<file path="config.mk">
export PLATFORM = sky130hd
export DESIGN_NAME = adcc_regs
export DESIGN_NICKNAME = d
export VERILOG_FILES = /design/src/verilog/adcc_pkg.sv /design/src/verilog/adcc_regs.sv
export SDC_FILE = /design/constraint.sdc
export NUM_CORES = 1
export LEC_CHECK = 0
export ABC_CLOCK_PERIOD_IN_PS = 3700
export BUFFER_PORTS_ARGS = -buffer_cell sky130_fd_sc_hd__buf_2
export CORE_MARGIN = 2
export CORE_UTILIZATION = 30
export CTS_BUF_LIST = sky130_fd_sc_hd__clkbuf_16
export DETAILED_ROUTE_END_ITERATION = 8
export GPL_TIMING_DRIVEN = 0
export MAX_ROUTING_LAYER = met4
export SETUP_SLACK_MARGIN = 0.15
export SLEW_MARGIN = 10
export SYNTH_ARGS = -nofsm -noshare
export SYNTH_HDL_FRONTEND = slang
export SYNTH_SLANG_ARGS = --single-unit
</file>
<file path="constraint.sdc">
create_clock -name clk -period 3.7 [get_ports clk]
set_input_delay 1.11 -clock clk [delete_from_list [all_inputs] [get_ports clk]]
set_output_delay 1.11 -clock clk [all_outputs]
set_load 0.01 [all_outputs]
</file>
<file path="src/verilog/adcc_pkg.sv">
`default_nettype none
package adcc_pkg;

  // Register offsets on the control port.
  localparam logic [7:0] ADDR_FAULT_DET = 8'h43;
  localparam logic [7:0] ADDR_OVLD_MUTE = 8'h4b;
  localparam logic [7:0] ADDR_ADC_TUNE = 8'h4e;
  localparam logic [7:0] ADDR_DAC_TUNE = 8'h4f;
  localparam logic [7:0] ADDR_CH1_INPUT = 8'h50;
  localparam logic [7:0] ADDR_CH1_VOL = 8'h52;
  localparam logic [7:0] ADDR_CH1_FGAIN = 8'h53;
  localparam logic [7:0] ADDR_CH1_PCAL = 8'h54;
  localparam logic [7:0] ADDR_CH2_INPUT = 8'h55;

  // Writable bits of each register; all other bits are reserved.
  localparam logic [7:0] MASK_FAULT_DET = 8'h03;
  localparam logic [7:0] MASK_OVLD_MUTE = 8'h18;
  localparam logic [7:0] MASK_ADC_TUNE = 8'he4;
  localparam logic [7:0] MASK_DAC_TUNE = 8'ha6;
  localparam logic [7:0] MASK_CH1_INPUT = 8'hc3;
  localparam logic [7:0] MASK_CH1_VOL = 8'hff;
  localparam logic [7:0] MASK_CH1_FGAIN = 8'hf0;
  localparam logic [7:0] MASK_CH1_PCAL = 8'hff;
  localparam logic [7:0] MASK_CH2_INPUT = 8'hc0;

  // Reset values.
  localparam logic [7:0] RST_ZERO = 8'h00;
  localparam logic [7:0] RST_CH1_VOL = 8'ha1;
  localparam logic [7:0] RST_CH1_FGAIN = 8'h80;
  localparam logic [7:0] READ_UNMAPPED = 8'h00;

  // Field positions.
  localparam int BIT_DRV_FLT_DIS = 1;
  localparam int BIT_AREG_SC_DIS = 0;
  localparam int BIT_CH1_OVLD = 4;
  localparam int BIT_CH2_OVLD = 3;
  localparam int BIT_CLK_HALVE = 7;
  localparam int BIT_CIC_ORDER = 6;
  localparam int BIT_FIR_SKIP = 5;
  localparam int BIT_LOW_PWR = 2;
  localparam int BIT_IREF_SEL = 1;
  localparam int SRC_MSB = 7;
  localparam int SRC_LSB = 6;
  localparam int BIT_FULL_SCALE = 1;
  localparam int BIT_BANDWIDTH = 0;
  localparam int FGAIN_MSB = 7;
  localparam int FGAIN_LSB = 4;
  localparam int PCAL_MSB = 7;
  localparam int PCAL_LSB = 2;
  localparam int SCOPE_MSB = 1;
  localparam int SCOPE_LSB = 0;

  // Field codes.
  localparam logic [7:0] VOL_MUTE_CODE = 8'h00;
  localparam logic [7:0] VOL_UNITY_CODE = 8'ha1;
  localparam logic [3:0] FGAIN_UNITY_CODE = 4'h8;
  localparam logic [2:0] CIC_ORDER_FIFTH = 3'h5;
  localparam logic [2:0] CIC_ORDER_FOURTH = 3'h4;
  localparam logic [1:0] SRC_SINGLE = 2'h1;
  localparam logic [1:0] SCOPE_BOTH = 2'h0;
  localparam logic [1:0] SCOPE_ANA = 2'h1;
  localparam logic [1:0] SCOPE_DIG = 2'h2;

  // Modulator clock rates in kHz against the 40 MHz system clock.
  localparam logic [16:0] SYS_CLK_KHZ = 17'h09c40;
  localparam logic [16:0] MOD_FULL_KHZ = 17'h00bb8;
  localparam logic [16:0] MOD_HALF_KHZ = 17'h005dc;

  // Phase delay sequencer states, Gray coded along the path.
  typedef enum logic [1:0] {
    PH_IDLE = 2'b00,
    PH_COUNT = 2'b01,
    PH_FIRE = 2'b11
  } adcc_phase_t;

endpackage
`default_nettype wire

</file>
<file path="src/verilog/adcc_regs.sv">
// Behaviour
// - Driver fault detection runs only while its disable bit is 0.
// - Regulator short flag is reported only while its disable bit is 0.
// - Channel 1 output muted during its overload recovery when bit 4 set.
// - Channel 2 output muted during its overload recovery when bit 3 set.
// - ADC modulator clock runs at 3 MHz, or 1.5 MHz when halved.
// - ADC CIC is fifth order at 0, fourth order at 1.
// - ADC FIR decimation stage is skipped when its bypass bit is 1.
// - ADC low-power filter chosen when bit 2 is 1.
// - DAC modulator clock runs at 3 MHz, or 1.5 MHz when halved.
// - DAC FIR and segmenter both skipped when their bypass bit is 1.
// - DAC low-power filter chosen when its bit is 1.
// - Channel 1 source: 0 differential, 1 single-ended; host avoids 2, 3.
// - Channel 2 source at bits 7:6, same coding; host avoids 2 and 3.
// - Channel 1 full scale is 10 Vrms at 0, 5 Vrms at 1.
// - Channel 1 bandwidth is 24 kHz mode at 0, 96 kHz at 1.
// - Volume 0 mutes; 1 is -80 dB, 161 is 0 dB, 255 is +47 dB.
// - Fine gain -0.8 dB at 0, 0 dB at 8, 0.1 dB per code.
// - Phase calibration delays channel 1 by 0 to 63 modulator cycles.
// - Phase scope: 0 both paths, 1 analog, 2 digital; host avoids 3.
// - Reserved bits read as zero; host writes only their reset value.
`timescale 1ns/1ps
`default_nettype none

// Fractional divider giving one-cycle ticks at the modulator clock rate.
module adcc_mod_tick
  import adcc_pkg::*;
(
  // Clock and reset.
  input wire logic clk,
  input wire logic sys_rst,
  // Rate select and tick.
  input wire logic halve,
  output logic tick
);
  logic [16:0] acc_reg;
  logic [16:0] acc_next;
  logic tick_reg;
  logic tick_next;
  logic [16:0] sum;

  // Adds the target rate each cycle and wraps at the system rate.
  always_comb begin
    sum = acc_reg + (halve ? MOD_HALF_KHZ : MOD_FULL_KHZ);
    if (sum >= SYS_CLK_KHZ) begin
      acc_next = sum - SYS_CLK_KHZ;
      tick_next = 1'b1;
    end else begin
      acc_next = sum;
      tick_next = 1'b0;
    end
  end

  // Registers the accumulator and the tick.
  always_ff @(posedge clk) begin
    if (sys_rst) begin
      acc_reg <= '0;
      tick_reg <= 1'b0;
    end else begin
      acc_reg <= acc_next;
      tick_reg <= tick_next;
    end
  end

  assign tick = tick_reg;
endmodule

module adcc_regs
  import adcc_pkg::*;
(
  // Clock and reset.
  input wire logic clk,
  input wire logic sys_rst,
  // Control port register access.
  input wire logic [7:0] reg_addr,
  input wire logic [7:0] reg_wdata,
  input wire logic reg_wr_en,
  input wire logic reg_rd_en,
  output logic [7:0] reg_rdata,
  // Raw fault detectors.
  input wire logic driver_vg_fault_raw,
  input wire logic driver_sc_fault_raw,
  input wire logic regulator_short_raw,
  output logic driver_fault_det,
  output logic regulator_short_flag,
  // Overload recovery and mutes.
  input wire logic ch1_overload_recovery,
  input wire logic ch2_overload_recovery,
  output logic ch1_overload_muted,
  output logic ch2_overload_muted,
  // ADC power tune.
  output logic adc_mod_tick,
  output logic [2:0] adc_decim_order,
  output logic adc_fir_skip,
  output logic adc_low_power_filter,
  // DAC power tune.
  output logic dac_mod_tick,
  output logic dac_fir_segmenter_skip,
  output logic dac_low_power_filter,
  output logic dac_current_ref_sel,
  // Channel 1 analog setup.
  output logic [1:0] ch1_input_source,
  output logic ch1_single_ended,
  output logic ch1_full_scale_sel,
  output logic ch1_bandwidth_sel,
  // Channel 1 gain.
  output logic ch1_volume_mute,
  output logic signed [8:0] ch1_volume_half_db,
  output logic signed [4:0] ch1_fine_gain_tenth_db,
  // Channel 1 phase calibration.
  output logic [5:0] ch1_phase_delay,
  output logic ch1_pcal_analog_en,
  output logic ch1_pcal_digital_en,
  input wire logic ch1_frame_start,
  output logic ch1_frame_start_delayed,
  // Channel 2 source.
  output logic [1:0] ch2_input_source,
  output logic ch2_single_ended
);

  logic [7:0] fault_detect_cfg_reg;
  logic [7:0] fault_detect_cfg_next;
  logic [7:0] adc_overload_mute_cfg_reg;
  logic [7:0] adc_overload_mute_cfg_next;
  logic [7:0] adc_power_tune_cfg_reg;
  logic [7:0] adc_power_tune_cfg_next;
  logic [7:0] dac_power_tune_cfg_reg;
  logic [7:0] dac_power_tune_cfg_next;
  logic [7:0] adc_ch1_input_cfg_reg;
  logic [7:0] adc_ch1_input_cfg_next;
  logic [7:0] adc_ch1_volume_reg;
  logic [7:0] adc_ch1_volume_next;
  logic [7:0] adc_ch1_fine_gain_reg;
  logic [7:0] adc_ch1_fine_gain_next;
  logic [7:0] adc_ch1_phase_cal_reg;
  logic [7:0] adc_ch1_phase_cal_next;
  logic [7:0] adc_ch2_input_cfg_reg;
  logic [7:0] adc_ch2_input_cfg_next;
  logic [7:0] rdata_reg;
  logic [7:0] rdata_next;
  adcc_phase_t ph_state_reg;
  adcc_phase_t ph_state_next;
  logic [5:0] ph_count_reg;
  logic [5:0] ph_count_next;
  logic [5:0] ph_target;
  logic [1:0] pcal_scope;

  // Register writes keep only writable bits, so reserved bits stay zero.
  always_comb begin
    fault_detect_cfg_next = fault_detect_cfg_reg;
    adc_overload_mute_cfg_next = adc_overload_mute_cfg_reg;
    adc_power_tune_cfg_next = adc_power_tune_cfg_reg;
    dac_power_tune_cfg_next = dac_power_tune_cfg_reg;
    adc_ch1_input_cfg_next = adc_ch1_input_cfg_reg;
    adc_ch1_volume_next = adc_ch1_volume_reg;
    adc_ch1_fine_gain_next = adc_ch1_fine_gain_reg;
    adc_ch1_phase_cal_next = adc_ch1_phase_cal_reg;
    adc_ch2_input_cfg_next = adc_ch2_input_cfg_reg;
    if (reg_wr_en) begin
      case (reg_addr)
        ADDR_FAULT_DET: fault_detect_cfg_next = reg_wdata & MASK_FAULT_DET;
        ADDR_OVLD_MUTE: begin
          adc_overload_mute_cfg_next = reg_wdata & MASK_OVLD_MUTE;
        end
        ADDR_ADC_TUNE: adc_power_tune_cfg_next = reg_wdata & MASK_ADC_TUNE;
        ADDR_DAC_TUNE: dac_power_tune_cfg_next = reg_wdata & MASK_DAC_TUNE;
        ADDR_CH1_INPUT: adc_ch1_input_cfg_next = reg_wdata & MASK_CH1_INPUT;
        ADDR_CH1_VOL: adc_ch1_volume_next = reg_wdata & MASK_CH1_VOL;
        ADDR_CH1_FGAIN: adc_ch1_fine_gain_next = reg_wdata & MASK_CH1_FGAIN;
        ADDR_CH1_PCAL: adc_ch1_phase_cal_next = reg_wdata & MASK_CH1_PCAL;
        ADDR_CH2_INPUT: adc_ch2_input_cfg_next = reg_wdata & MASK_CH2_INPUT;
        default: begin
        end
      endcase
    end
  end

  // Read data is captured on a read strobe; unmapped offsets read zero.
  always_comb begin
    rdata_next = rdata_reg;
    if (reg_rd_en) begin
      case (reg_addr)
        ADDR_FAULT_DET: rdata_next = fault_detect_cfg_reg;
        ADDR_OVLD_MUTE: rdata_next = adc_overload_mute_cfg_reg;
        ADDR_ADC_TUNE: rdata_next = adc_power_tune_cfg_reg;
        ADDR_DAC_TUNE: rdata_next = dac_power_tune_cfg_reg;
        ADDR_CH1_INPUT: rdata_next = adc_ch1_input_cfg_reg;
        ADDR_CH1_VOL: rdata_next = adc_ch1_volume_reg;
        ADDR_CH1_FGAIN: rdata_next = adc_ch1_fine_gain_reg;
        ADDR_CH1_PCAL: rdata_next = adc_ch1_phase_cal_reg;
        ADDR_CH2_INPUT: rdata_next = adc_ch2_input_cfg_reg;
        default: rdata_next = READ_UNMAPPED;
      endcase
    end
  end

  // Registers the bank and the read data.
  always_ff @(posedge clk) begin
    if (sys_rst) begin
      fault_detect_cfg_reg <= RST_ZERO;
      adc_overload_mute_cfg_reg <= RST_ZERO;
      adc_power_tune_cfg_reg <= RST_ZERO;
      dac_power_tune_cfg_reg <= RST_ZERO;
      adc_ch1_input_cfg_reg <= RST_ZERO;
      adc_ch1_volume_reg <= RST_CH1_VOL;
      adc_ch1_fine_gain_reg <= RST_CH1_FGAIN;
      adc_ch1_phase_cal_reg <= RST_ZERO;
      adc_ch2_input_cfg_reg <= RST_ZERO;
      rdata_reg <= RST_ZERO;
    end else begin
      fault_detect_cfg_reg <= fault_detect_cfg_next;
      adc_overload_mute_cfg_reg <= adc_overload_mute_cfg_next;
      adc_power_tune_cfg_reg <= adc_power_tune_cfg_next;
      dac_power_tune_cfg_reg <= dac_power_tune_cfg_next;
      adc_ch1_input_cfg_reg <= adc_ch1_input_cfg_next;
      adc_ch1_volume_reg <= adc_ch1_volume_next;
      adc_ch1_fine_gain_reg <= adc_ch1_fine_gain_next;
      adc_ch1_phase_cal_reg <= adc_ch1_phase_cal_next;
      adc_ch2_input_cfg_reg <= adc_ch2_input_cfg_next;
      rdata_reg <= rdata_next;
    end
  end

  assign reg_rdata = rdata_reg;

  // Fault detection gated by the disable bits.
  assign driver_fault_det = !fault_detect_cfg_reg[BIT_DRV_FLT_DIS] &&
    (driver_vg_fault_raw || driver_sc_fault_raw);
  assign regulator_short_flag = !fault_detect_cfg_reg[BIT_AREG_SC_DIS] &&
    regulator_short_raw;

  // Mutes held for as long as each converter is recovering.
  assign ch1_overload_muted = adc_overload_mute_cfg_reg[BIT_CH1_OVLD] &&
    ch1_overload_recovery;
  assign ch2_overload_muted = adc_overload_mute_cfg_reg[BIT_CH2_OVLD] &&
    ch2_overload_recovery;

  // One divider per converter, so each rate is chosen on its own.
  adcc_mod_tick u_adc_tick (
    .clk(clk),
    .sys_rst(sys_rst),
    .halve(adc_power_tune_cfg_reg[BIT_CLK_HALVE]),
    .tick(adc_mod_tick)
  );

  adcc_mod_tick u_dac_tick (
    .clk(clk),
    .sys_rst(sys_rst),
    .halve(dac_power_tune_cfg_reg[BIT_CLK_HALVE]),
    .tick(dac_mod_tick)
  );

  // ADC and DAC filter path selections.
  assign adc_decim_order = adc_power_tune_cfg_reg[BIT_CIC_ORDER] ?
    CIC_ORDER_FOURTH : CIC_ORDER_FIFTH;
  assign adc_fir_skip = adc_power_tune_cfg_reg[BIT_FIR_SKIP];
  assign adc_low_power_filter = adc_power_tune_cfg_reg[BIT_LOW_PWR];
  assign dac_fir_segmenter_skip =
    dac_power_tune_cfg_reg[BIT_FIR_SKIP];
  assign dac_low_power_filter =
    dac_power_tune_cfg_reg[BIT_LOW_PWR];
  assign dac_current_ref_sel = dac_power_tune_cfg_reg[BIT_IREF_SEL];

  // Input sources; codes 2 and 3 are stored but decode as not single-ended, like code 0.
  assign ch1_input_source = adc_ch1_input_cfg_reg[SRC_MSB:SRC_LSB];
  assign ch1_single_ended = (ch1_input_source == SRC_SINGLE);
  assign ch2_input_source = adc_ch2_input_cfg_reg[SRC_MSB:SRC_LSB];
  assign ch2_single_ended = (ch2_input_source == SRC_SINGLE);
  assign ch1_full_scale_sel =
    adc_ch1_input_cfg_reg[BIT_FULL_SCALE];
  assign ch1_bandwidth_sel = adc_ch1_input_cfg_reg[BIT_BANDWIDTH];

  // Gains in signed half-dB and tenth-dB units about their unity codes.
  assign ch1_volume_mute = (adc_ch1_volume_reg == VOL_MUTE_CODE);
  assign ch1_volume_half_db = $signed({1'b0, adc_ch1_volume_reg}) -
    $signed({1'b0, VOL_UNITY_CODE});
  assign ch1_fine_gain_tenth_db =
    $signed({1'b0, adc_ch1_fine_gain_reg[FGAIN_MSB:FGAIN_LSB]}) -
    $signed({1'b0, FGAIN_UNITY_CODE});

  // Phase calibration scope; the reserved code enables neither path.
  assign pcal_scope = adc_ch1_phase_cal_reg[SCOPE_MSB:SCOPE_LSB];
  assign ch1_pcal_analog_en = (pcal_scope == SCOPE_BOTH) ||
    (pcal_scope == SCOPE_ANA);
  assign ch1_pcal_digital_en = (pcal_scope == SCOPE_BOTH) ||
    (pcal_scope == SCOPE_DIG);
  assign ch1_phase_delay = adc_ch1_phase_cal_reg[PCAL_MSB:PCAL_LSB];
  assign ph_target = ch1_pcal_digital_en ? ch1_phase_delay : '0;

  // Delays the frame strobe by the set number of modulator ticks when the digital path is in scope, else not at all.
  always_comb begin
    ph_state_next = ph_state_reg;
    ph_count_next = ph_count_reg;
    case (ph_state_reg)
      PH_IDLE: begin
        ph_count_next = '0;
        if (ch1_frame_start) begin
          ph_state_next = (ph_target == '0) ? PH_FIRE : PH_COUNT;
        end
      end
      PH_COUNT: begin
        if (adc_mod_tick) begin
          ph_count_next = ph_count_reg + 6'h01;
          if (ph_count_reg + 6'h01 >= ph_target) begin
            ph_state_next = PH_FIRE;
          end
        end
      end
      PH_FIRE: ph_state_next = PH_IDLE;
      default: ph_state_next = PH_IDLE;
    endcase
  end

  // Registers the phase sequencer.
  always_ff @(posedge clk) begin
    if (sys_rst) begin
      ph_state_reg <= PH_IDLE;
      ph_count_reg <= '0;
    end else begin
      ph_state_reg <= ph_state_next;
      ph_count_reg <= ph_count_next;
    end
  end

  assign ch1_frame_start_delayed = (ph_state_reg == PH_FIRE);
endmodule
`default_nettype wire

</file>
==> results.md, run 1 <==
* Post-synth EDFFs at 0
* Period minus WS final at 3.52 ns
* Die area at 0.0198 mm²
* Yosys warns at 0
* Status: completed
* Max Cap Viol at 0
* WS Path Type: reg2reg
* Nets at 855
* Post-CTS Hold Buffers at 0
* GRT overflow at 0
* Die H at 141 µm
* Ant. Diodes at 0
* Hold crit path type: reg2reg
* Largest net degree at the start of global routing at 15
* Number of port buffers at 74
* Layout overhead on the synthesized area at 19.1%
* Clock slew seen by the registers of the worst setup and hold paths at 0.07 ns
* Layout cell share with drive strength beyond 1 at 17.2%
* Row Count at 50
* Ys flop type: dfxtp_1
* CP Max Fanout at 7
* Least-Margin Pin Slew at 1.04 ns
* DRT Wirelength at 16800 µm
* Critical Path Start Type: register
* Leading post-synthesis cells by cell area: dfxtp_1 (31%), ha_1 (6.0%), a21oi_1 (5.4%)
* CTS H-tree lvls at 3
* Final ANT Viol Nets at 0
* # fillers at 1967
* CTS Buf Count at 9
* Initial antenna violation count at 0
* GR Util All Layers at 17.4%
* Count of cell types in the netlist at 79
* Area leader, netlist: dfxtp_1
* Sequential area share after synthesis at 30.6%
* Synthesized area per cell at 7.87 µm²
* Commonest non-fill, non-tap cell in the layout: dfxtp_1
* Pwr dens at 540 mW/mm²
* Worst VDD drop at 0.215 mV
* Post-route clock period utilization at 95.3%
* Clock Skew at 0.00847 ns
* Vias in the first global route at 5087
* DRT iter0 DRCs at 510
* Post-route DRC at 0
* DR vias at 5593
* GPL Wtd Cong at 0.897
* Leak at 2.76 nW
* Most frequent cells in the layout: dfxtp_1 (84), buf_2 (75), nand2_1 (69), a21oi_1 (61), nand3_1 (58)
* Starting Density at 30.3%
* Setup ws final at 0.175 ns
* Setup Viol. Count Final at 0
* Global-route wire length before repair at 26800 µm
* Async set or reset register ratio after synthesis at 0%
* Overall Power at 3.61 mW
* Dpl ws at -0.154 ns
* Final Max Tran Viols at 0
* Drt first pass iters at 5
* Crit path DAT at 3.78 ns
* Final Hold Vio Count at 0
* DR WL/cell at 16.1 µm
* Max Fclk at 284 MHz
* Synth top area share at 30.6%
* Vias per cell at 5.38
* Cells after synthesis at 714
* Clk sink count at 86
* Syn Nets at 767
* # IOs at 80
* Placed wire-length estimate at 12500 µm
* Slew headroom at 30.6%
* Seq cells post-synth at 86
* RSZ-0062 raised after global routing: no
* Clock root buffer: clkbuf_16
* CTS tree: yes
* Skew-Pair Late Insertion Delay at 0.35 ns
* Die X at 141 µm
* Core area at 0.0185 mm²
* Worst Path Required at 3.95 ns
* CTS max path bufs at 2
* Mapped Area at 0.00562 mm²
* Crit. End Element: register
[Yosys cell counts, types with 12 or more instances]
| cell type | instances |
|---|---|
| a21oi_1 | 61 |
| buf_4 | 14 |
| clkbuf_1 | 20 |
| dfxtp_1 | 86 |
| ha_1 | 27 |
| inv_1 | 28 |
| mux2i_1 | 13 |
| nand2_1 | 69 |
| nand2b_1 | 12 |
| nand3_1 | 58 |
| nor2_1 | 55 |
| nor2b_1 | 22 |
| nor3_1 | 24 |
| o21ai_0 | 18 |
| xnor2_1 | 15 |
| xor2_1 | 13 |
[final cells by class]
type	count	area, µm²	share of cell area [%]
clock buffers	9	225	3.37
clock inverters	6	88.8	1.33
multi-input cells	556	3620	54.0
flip-flops and latches	86	1720	25.8
well taps	234	293	4.37
plain buffers	44	248	3.70
repair buffers	77	393	5.87
inverters	28	105	1.57
[report_power, final]
group	switching (mW)	leakage, nW	internal (mW)	total, mW
Clock	0.405	0.153	0.588	0.993
Combinational	0.921	1.90	0.617	1.54
Sequential	0.0673	0.702	1.02	1.08
[repair_timing]
item                                    in CTS  in global routing
setup buffers                                1                  2
pin swaps                                    1                  2
gates resized for setup                      3                 13
endpoints found under the setup margin      12                 14
[kinds of logic after synthesis]
family	after synthesis	share of synthesized area, %
compound gates	184	22.1
xor+xnor	29	4.65
fa+ha+maj	27	6.01
buf+inv	72	6.19
flops	86	30.6
mux	17	3.18
other cells	2	0.134
simple gates	297	27.1
[worst max-delay path, stage by stage (launching register included)]
cell and delay, ns:
dfxtp_2 0.38, ha_1 0.27, inv_1 0.08, ha_1 0.22, nor2b_1 0.40, o211ai_1 0.25
a311oi_1 0.74, a2111oi_4 0.13, a211oi_2 0.24, o21bai_2 0.11, buf_4 0.17, and4_1 0.18
nor3_1 0.24
[path summary, 6_finish.rpt]
check,startpoint,endpoint,slack [ns],depth (start not counted)
worst min-delay path,dac_power_tune_cfg_reg[5]$_SDFFE_PP0P_,dac_power_tune_cfg_reg[5]$_SDFFE_PP0P_,0.48,2
worst min register to register,dac_power_tune_cfg_reg[5]$_SDFFE_PP0P_,dac_power_tune_cfg_reg[5]$_SDFFE_PP0P_,0.48,2
worst max register to register,adc_power_tune_cfg_reg[7]$_SDFFE_PP0P_,u_adc_tick.acc_reg[14]$_SDFF_PP0_,0.18,12
worst max-delay path,adc_power_tune_cfg_reg[7]$_SDFFE_PP0P_,u_adc_tick.acc_reg[14]$_SDFF_PP0_,0.18,12
[routing by layer]
layer	up-vias	track usage, %	share of wire (%)
met3	14	2.72	5.4
met5	-	-	0
met2	175	26.2	45
met4	0	4.47	1.0
met1	2642	24.4	49
li1	2762	-	-
[per-stage QoR]
| stage | utilization (%) | hold slack [ns] | cell area (µm²) | TNS [ns] | instances |
|---|---|---|---|---|---|
| 2_1_floorplan | - | 0.445 | 5620 | 0 | 714 |
| 3_5_place_dp | 33.9 | 0.477 | 6280 | -0.703 | 1022 |
| 6_report | 36.1 | 0.477 | 6690 | 0 | 1040 |
| 4_1_cts | 35.7 | 0.486 | 6610 | 0 | 1038 |
| 3_3_place_gp | 33.9 | 0.472 | 6280 | -0.685 | 1022 |
| 5_1_grt | 36.1 | 0.504 | 6690 | 0 | 1040 |
Note: power is estimated with default switching activity, not from simulation.
==> inputs of run 2 (changes only) <==
- BUFFER_PORTS_ARGS: -buffer_cell sky130_fd_sc_hd__buf_2 -> default
- DONT_BUFFER_PORTS: default -> 1
==> run 2 against run 1 <==
Clock skew down 0.0016 ns. Via count fell by 4.0%. Combinational power shrank 3%. Sequential power about the same. Global-route usage shrank 0.22 points. Largest power group unchanged.
==> results.md, run 2 (synthesized netlist as in run 1, its figures left out) <==
* RSZ-0062 raised after global routing: yes (was no)
* Post-route design area at 0.00627 mm² (was 0.00669 mm²)
* WS Path Type: reg2reg (unchanged)
* Number of port buffers at 0 (was 74)
* Crit path DAT at 3.60 ns (was 3.78 ns)
* Global-route wire length before repair at 26400 µm (was 26800 µm)
* Leak at 2.38 nW (was 2.76 nW)
* GPL Wtd Cong at 0.863 (was 0.897)
* Area after DPL at 0.00591 mm² (was 0.00628 mm²)
* Clock slew seen by the registers of the worst setup and hold paths at 0.06 ns (was 0.07 ns)
* Skew-Pair Late Insertion Delay at 0.35 ns (about the same)
* DR vias at 5367 (was 5593)
* # IOs at 80 (unchanged)
* Met1 wire length at 7530 µm (was 8170 µm)
* Critical Path Start Type: register (unchanged)
* Top Metal Used: met4 (unchanged)
* Vias per cell at 5.54 (was 5.38)
* Setup Viol. Count Final at 0 (unchanged)
* DRT Wirelength at 16500 µm (was 16800 µm)
* Worst Path Required at 3.94 ns (was 3.95 ns)
* Layout cell share with drive strength beyond 1 at 8.71% (was 17.2%)
* DR WL/cell at 17.0 µm (was 16.1 µm)
* Post-route DRC at 0 (unchanged)
* Max Fclk at 297 MHz (was 284 MHz)
* CTS max path bufs at 2 (unchanged)
* GRT overflow at 0 (unchanged)
* Initial antenna violation count at 0 (unchanged)
* Row Count at 50 (unchanged)
* Met2 WL at 7210 µm (was 7520 µm)
* CTS tree: yes (unchanged)
* Max Cap Viol at 0 (unchanged)
* Inst Count DP at 948 (was 1022)
* Area of the multi-input gates at 0.00360 mm² (was 0.00362 mm²)
* Least-Margin Pin Slew at 1.04 ns (about the same)
* Layout overhead on the synthesized area at 11.6% (was 19.1%)
* Clock root buffer: clkbuf_16 (unchanged)
* Die X at 141 µm (unchanged)
* Final Max Tran Viols at 0 (unchanged)
* Met3 wire len at 1360 µm (was 907 µm)
* Most frequent cells in the layout: dfxtp_1 (84), nand2_1 (69), a21oi_1 (61), nand3_1 (58), nor2_1 (55) (was dfxtp_1 (84), buf_2 (75), nand2_1 (69), a21oi_1 (61), nand3_1 (58))
* CTS Buf Count at 9 (unchanged)
* CTS H-tree lvls at 3 (unchanged)
* Final Non-Filler Cells at 969 (was 1040)
* Final Hold Vio Count at 0 (unchanged)
* Crit. End Element: register (unchanged)
* Slew headroom at 30.2% (was 30.6%)
* Clock Skew at 0.00689 ns (was 0.00847 ns)
* Largest net degree at the start of global routing at 15 (unchanged)
* Clk sink count at 86 (unchanged)
* Ant. Diodes at 0 (unchanged)
* Nets at 783 (was 855)
* Placed wire-length estimate at 12300 µm (was 12500 µm)
* CP Max Fanout at 6 (was 7)
* Die H at 141 µm (unchanged)
* Period minus WS final at 3.37 ns (was 3.52 ns)
* Post-CTS Hold Buffers at 0 (unchanged)
* Pwr dens at 545 mW/mm² (was 540 mW/mm²)
* DRT iter0 DRCs at 447 (was 510)
* Commonest non-fill, non-tap cell in the layout: dfxtp_1 (unchanged)
* Die area at 0.0198 mm² (unchanged)
* Final ANT Viol Nets at 0 (unchanged)
* Vias in the first global route at 4914 (was 5087)
* Hold crit path type: reg2reg (unchanged)
* # fillers at 1976 (was 1967)
* Post-route clock period utilization at 91.0% (was 95.3%)
* Core area at 0.0185 mm² (unchanged)
* Register area at 0.00173 mm² (was 0.00172 mm²)
* Status: completed (unchanged)
* Starting Density at 30.3% (unchanged)
* Worst VDD drop at 0.277 mV (was 0.215 mV)
* Drt first pass iters at 5 (unchanged)
* GR Util All Layers at 17.2% (was 17.4%)
==> run 2: changes by cell type in the layout (fill, tap and decap cells not counted), sizes merged <==
| cell | delta |
|---|---|
| buf | -71 |
| bufinv | -2 |
| clkbuf | -1 |
| clkinv | +4 |
| clkinvlp | -1 |
==> run 2: layout make-up <==
type	count	area share (%)
multi-input combinational	556	57.3
clock inverter	7	0.678
sequential	86	27.5
timing repair buffer	5	0.598
buffer	44	3.93
tap	234	4.67
clock buffer	9	3.59
inverter	28	1.68
==> run 2: metal layers <==
metal  up-vias  GRT usage (%)
met4         0           5.68
li1       2624              -
met2       183           25.0
met5         -              -
met1      2535           22.2
met3        25           6.18
==> run 2: where the power goes <==
part | switching (mW) | internal (mW) | total, mW
clock network | 0.398 | 0.450 | 0.848
registers | 0.0712 | 1.01 | 1.09
logic | 0.880 | 0.605 | 1.49
==> run 2: path summary, 6_finish.rpt <==
check	startpoint	to	slack [ns]	depth (start not counted)
max	dac_power_tune_cfg_reg[7]$_SDFFE_PP0P_	u_dac_tick.acc_reg[12]$_SDFF_PP0_	0.33	11
min	adc_overload_mute_cfg_reg[3]$_SDFFE_PP0P_	adc_overload_mute_cfg_reg[3]$_SDFFE_PP0P_	0.49	2
max reg2reg	dac_power_tune_cfg_reg[7]$_SDFFE_PP0P_	u_dac_tick.acc_reg[12]$_SDFF_PP0_	0.33	11
min reg2reg	adc_overload_mute_cfg_reg[3]$_SDFFE_PP0P_	adc_overload_mute_cfg_reg[3]$_SDFFE_PP0P_	0.49	2
==> run 2: critical path: stages (launching register included) <==
cell       delay (ns)
dfxtp_2          0.37
ha_1             0.25
inv_1            0.08
ha_1             0.23
nand2b_1         0.16
a311o_1          0.42
a221oi_2         0.36
o2111ai_1        0.23
a311oi_2         0.34
o21ai_2          0.16
a211oi_1         0.29
mux2_1           0.35
==> run 2: metrics by stage <==
stage | power (mW) | setup TNS, ns | util [%] | worst slack (ns) | hold slack (ns)
2_1_floorplan | 2.22 | 0 | - | 0.658 | 0.445
3_3_place_gp | 2.47 | -0.589 | 31.9 | -0.150 | 0.482
3_5_place_dp | 2.48 | -0.515 | 31.9 | -0.0957 | 0.477
4_1_cts | 3.33 | 0 | 33.5 | 0.201 | 0.487
5_1_grt | 3.68 | 0 | 33.9 | 0.134 | 0.503
6_report | 3.42 | 0 | 33.9 | 0.332 | 0.494
==> run 2: what timing repair did <==
action                     CTS  global route
setup buffers                2             3
resized for setup            2            11
hold endpoints to repair     0             0
pin swaps                    1             3
setup endpoints to repair   10            15
==> inputs of run 3 (changes only) <==
- ABC_AREA: default -> 1
==> run 3 against run 2 <==
Sequential share of layout area fell by 0.77 points. Register-to-register slack improved by 0.42 ns. Total power fell by 3.9%. Final area rose by 2.6%. Die area rose by 3.0%. Sequential power fell by 4%. Synthesized cell count rose by 25%. Cell count rose by 20%. Maximum frequency rose by 14%. Critical path type unchanged. First-iteration DRC count fell by 25%.
==> results.md, run 3 <==
* Area after DPL at 0.00612 mm² (was 0.00591 mm²)
* Worst hold start: adc_ch1_fine_gain_reg[4]$_SDFFE_PP0P_ (was adc_overload_mute_cfg_reg[3]$_SDFFE_PP0P_)
* Commonest non-fill, non-tap cell in the layout: nand2_1 (was dfxtp_1)
* Max Cap Viol at 0 (unchanged)
* Synth top cells by count: nand2_1 (210), inv_1 (133), dfxtp_1 (86) (was dfxtp_1 (86), nand2_1 (69), a21oi_1 (61))
* Status: completed (unchanged)
* Critical Path Start Type: register (unchanged)
* DRT iter0 DRCs at 337 (was 447)
* Leading post-synthesis cells by cell area: dfxtp_1 (30%), nand2_1 (14%), inv_1 (8.6%) (was dfxtp_1 (31%), ha_1 (6.0%), a21oi_1 (5.4%))
* Drt first pass iters at 5 (unchanged)
* Row Count at 50 (unchanged)
* Leak at 3.01 nW (was 2.38 nW)
* Period minus WS final at 2.95 ns (was 3.37 ns)
* Flop pwr share at 32.0% (was 31.8%)
* Hold depth at 2 (unchanged)
* Setup ws final at 0.751 ns (was 0.332 ns)
* Clock root buffer: clkbuf_16 (unchanged)
* Syn Nets at 943 (was 767)
* Post-synth EDFFs at 0 (unchanged)
* GRT overflow at 0 (unchanged)
* Max Fclk at 339 MHz (was 297 MHz)
* Hold crit path type: reg2reg (unchanged)
* Post-route design area at 0.00643 mm² (was 0.00627 mm²)
* RR Startpoint: dac_power_tune_cfg_reg[7]$_SDFFE_PP0P_ (unchanged)
* Die X at 143 µm (was 141 µm)
* WS Path Type: reg2reg (unchanged)
* Area leader, netlist: dfxtp_1 (unchanged)
* Starting Density at 30.8% (was 30.3%)
* Number of port buffers at 0 (unchanged)
* DR vias at 5470 (was 5367)
* CTS resizes at 0 (was 2)
* Post-CTS Hold Buffers at 0 (unchanged)
* Clock slew seen by the registers of the worst setup and hold paths at 0.07 ns (was 0.06 ns)
* Die H at 143 µm (was 141 µm)
* Top cell by count, worst path: nand2_1 (was ha_1)
* Cells after synthesis at 890 (was 714)
* Worst VDD drop at 0.289 mV (was 0.277 mV)
* Clock Skew at 0.00923 ns (was 0.00689 ns)
* Ant. Diodes at 0 (unchanged)
* Ys flop type: dfxtp_1 (unchanged)
* Combinational power share at 38.7% (was 43.4%)
* Async set or reset register ratio after synthesis at 0% (unchanged)
* Final Hold Vio Count at 0 (unchanged)
* GPL Wtd Cong at 0.851 (was 0.863)
* Vias per cell at 4.70 (was 5.54)
* Vias in the first global route at 4881 (was 4914)
* RSZ-0062 raised after global routing: no (was yes)
* Initial antenna violation count at 0 (unchanged)
* Worst-path cell chain: inv_1 > ha_1 > nand2_1 > inv_1 > nand2_1 > nand2_1 > nand2_1 > nand2_1 > inv_1 > ha_1 > nand3_1 > nor2_1 > nand2_1 > nor2_1 > nand2_1 > nor2_1 > nand3_1 > nand2_1 > inv_2 > nand2_4 > inv_2 > nor2_1 > nor2_1 (was ha_1 > inv_1 > ha_1 > nand2b_1 > a311o_1 > a221oi_2 > o2111ai_1 > a311oi_2 > o21ai_2 > a211oi_1 > mux2_1)
* Fin Setup TNS at 0 ns (unchanged)
* Most frequent cells in the layout: nand2_1 (210), inv_1 (134), dfxtp_1 (86), nor2_1 (84), nand3_1 (65) (was dfxtp_1 (84), nand2_1 (69), a21oi_1 (61), nand3_1 (58), nor2_1 (55))
* Setup Viol. Count Final at 0 (unchanged)
* Layout cell share with drive strength beyond 1 at 11.7% (was 8.71%)
* Least-Margin Pin Slew at 0.810 ns (was 1.04 ns)
* Post-route DRC at 0 (unchanged)
* Nets at 954 (was 783)
* Postcts setup bufs at 0 (was 2)
* Dpl ws at 0.748 ns (was -0.0957 ns)
* Final Max Tran Viols at 0 (unchanged)
* Synthesized area per cell at 6.51 µm² (was 7.87 µm²)
* CTS H-tree lvls at 3 (unchanged)
* Hold endpoint: adc_ch1_fine_gain_reg[4]$_SDFFE_PP0P_ (was adc_overload_mute_cfg_reg[3]$_SDFFE_PP0P_)
* CTS max path bufs at 2 (unchanged)
* Reg-to-Reg End: u_dac_tick.acc_reg[14]$_SDFF_PP0_ (was u_dac_tick.acc_reg[12]$_SDFF_PP0_)
* Placed wire-length estimate at 12500 µm (was 12300 µm)
* Crit path DAT at 3.18 ns (was 3.60 ns)
* DR WL/cell at 13.5 µm (was 17.0 µm)
* # IOs at 80 (unchanged)
* Slew headroom at 46.0% (was 30.2%)
* Sw Share at 38.1% (was 39.5%)
* Count of cell types in the netlist at 43 (was 79)
* Post-route clock period utilization at 79.7% (was 91.0%)
* Worst Path Required at 3.93 ns (was 3.94 ns)
* Clk sink count at 86 (unchanged)
* Layout overhead on the synthesized area at 11.0% (was 11.6%)
* Clock share of power at 29.4% (was 24.8%)
* Overall Power at 3.29 mW (was 3.42 mW)
* CTS Buf Count at 9 (unchanged)
* Worst path slowest cell: dfxtp_1 (was a311o_1)
* Net switching power at 1.25 mW (was 1.35 mW)
* Core area at 0.0188 mm² (was 0.0185 mm²)
* Crit. End Element: register (unchanged)
* Seq cells post-synth at 86 (unchanged)
* CTS tree: yes (unchanged)
* Final ANT Viol Nets at 0 (unchanged)
* R2r worst-path depth at 23 (was 11)
* Max incr delay on CP at 0.43 ns (was 0.42 ns)
* Pwr dens at 511 mW/mm² (was 545 mW/mm²)
* Top-count cell post-synth: nand2_1 (was dfxtp_1)
* Die area at 0.0204 mm² (was 0.0198 mm²)
* Global-route wire length before repair at 25000 µm (was 26400 µm)
* Int Pwr at 2.03 mW (was 2.07 mW)
* Synth top area share at 29.7% (was 30.6%)
* DRT Wirelength at 15700 µm (was 16500 µm)
* GR Util All Layers at 16.0% (was 17.2%)
* Worst Setup SP: dac_power_tune_cfg_reg[7]$_SDFFE_PP0P_ (unchanged)
* Largest net degree at the start of global routing at 15 (unchanged)
* Hold Worst Slack at 0.471 ns (was 0.494 ns)
* CP Max Fanout at 9 (was 6)
* Reg2Reg Setup Slack at 0.75 ns (was 0.33 ns)
* Skew-Pair Late Insertion Delay at 0.34 ns (was 0.35 ns)
* Yosys warns at 0 (unchanged)
* Mapped Area at 0.00580 mm² (was 0.00562 mm²)
* Sequential area share after synthesis at 29.7% (was 30.6%)
==> run 3: changes by cell type in the layout (fill, tap and decap cells not counted), moves of 18 or more <==
cell | before | now
inv_1 | 29 | 134
nand2_1 | 69 | 210
nand2_2 | 0 | 26
nor2_1 | 55 | 84
nor2b_1 | 21 | 0
nor3_1 | 24 | 6
o21ai_0 | 18 | 46
==> run 3: critical path: cells and delay by family, from the launching register on <==
kind,cells,cell delay (ns)
AND/OR/NAND/NOR,16,1.40
adder cells (fa/ha/maj),2,0.54
buffers and inverters,5,0.48
flip-flops,1,0.43
==> run 3: metal layers <==
layer | part of all wire [%] | wire length (µm) | GRT usage [%] | vias up
met2 | 45 | 7060 | 24.3 | 145
met4 | 1.8 | 281 | 5.73 | 0
li1 | - | - | - | 2850
met1 | 47 | 7360 | 20.7 | 2458
met3 | 6.3 | 992 | 4.12 | 17
met5 | 0 | 0 | - | -
==> run 3: cell families after synthesis <==
logic type / after synthesis / synth area share, %
AND/OR/NAND/NOR: 439 / 35.0
buffers and inverters: 172 / 12.1
AO/OA/AOI/OAI: 138 / 13.2
flip-flops: 86 / 29.7
adder cells (fa/ha/maj): 27 / 5.83
XOR/XNOR: 26 / 4.06
other: 2 / 0.130
==> run 3: cell type report <==
class	count	area, µm²
clock buffer	9	225
sequential	86	1720
inverter	145	547
buffer	27	153
multi-input combinational	632	3370
fill	2059	12400
clock inverter	6	88.8
tap	260	325
==> run 3: how the worst max path moves through the flow <==
stage	end	cells past startpoint	slack [ns]
after floorplan	adc_ch1_volume_reg[4]$_SDFFE_PP0P_	9	1.23
after global placement	u_dac_tick.acc_reg[14]$_SDFF_PP0_	23	0.75
after detailed placement	adc_ch1_volume_reg[6]$_SDFFE_PP0P_	9	0.75
after CTS	u_dac_tick.acc_reg[14]$_SDFF_PP0_	23	0.73
after global routing	u_dac_tick.acc_reg[7]$_SDFF_PP0_	23	0.41
final	u_dac_tick.acc_reg[14]$_SDFF_PP0_	23	0.75
==> run 3: metrics by stage <==
stage	std cells	utilization (%)
floorplan	890	-
global placement	1150	32.5
detailed placement	1150	32.5
CTS	1165	34.2
global route	1165	34.2
finish	1165	34.2
==> run 3: power by group through the flow <==
stage / sequential (mW) / combinational [mW] / clock, mW
2_1_floorplan: 1.05 / 1.07 / 0
3_3_place_gp: 1.07 / 1.25 / 0
3_5_place_dp: 1.07 / 1.26 / 0
4_1_cts: 1.05 / 1.27 / 0.981
5_1_grt: 1.06 / 1.47 / 1.02
6_report: 1.05 / 1.27 / 0.965
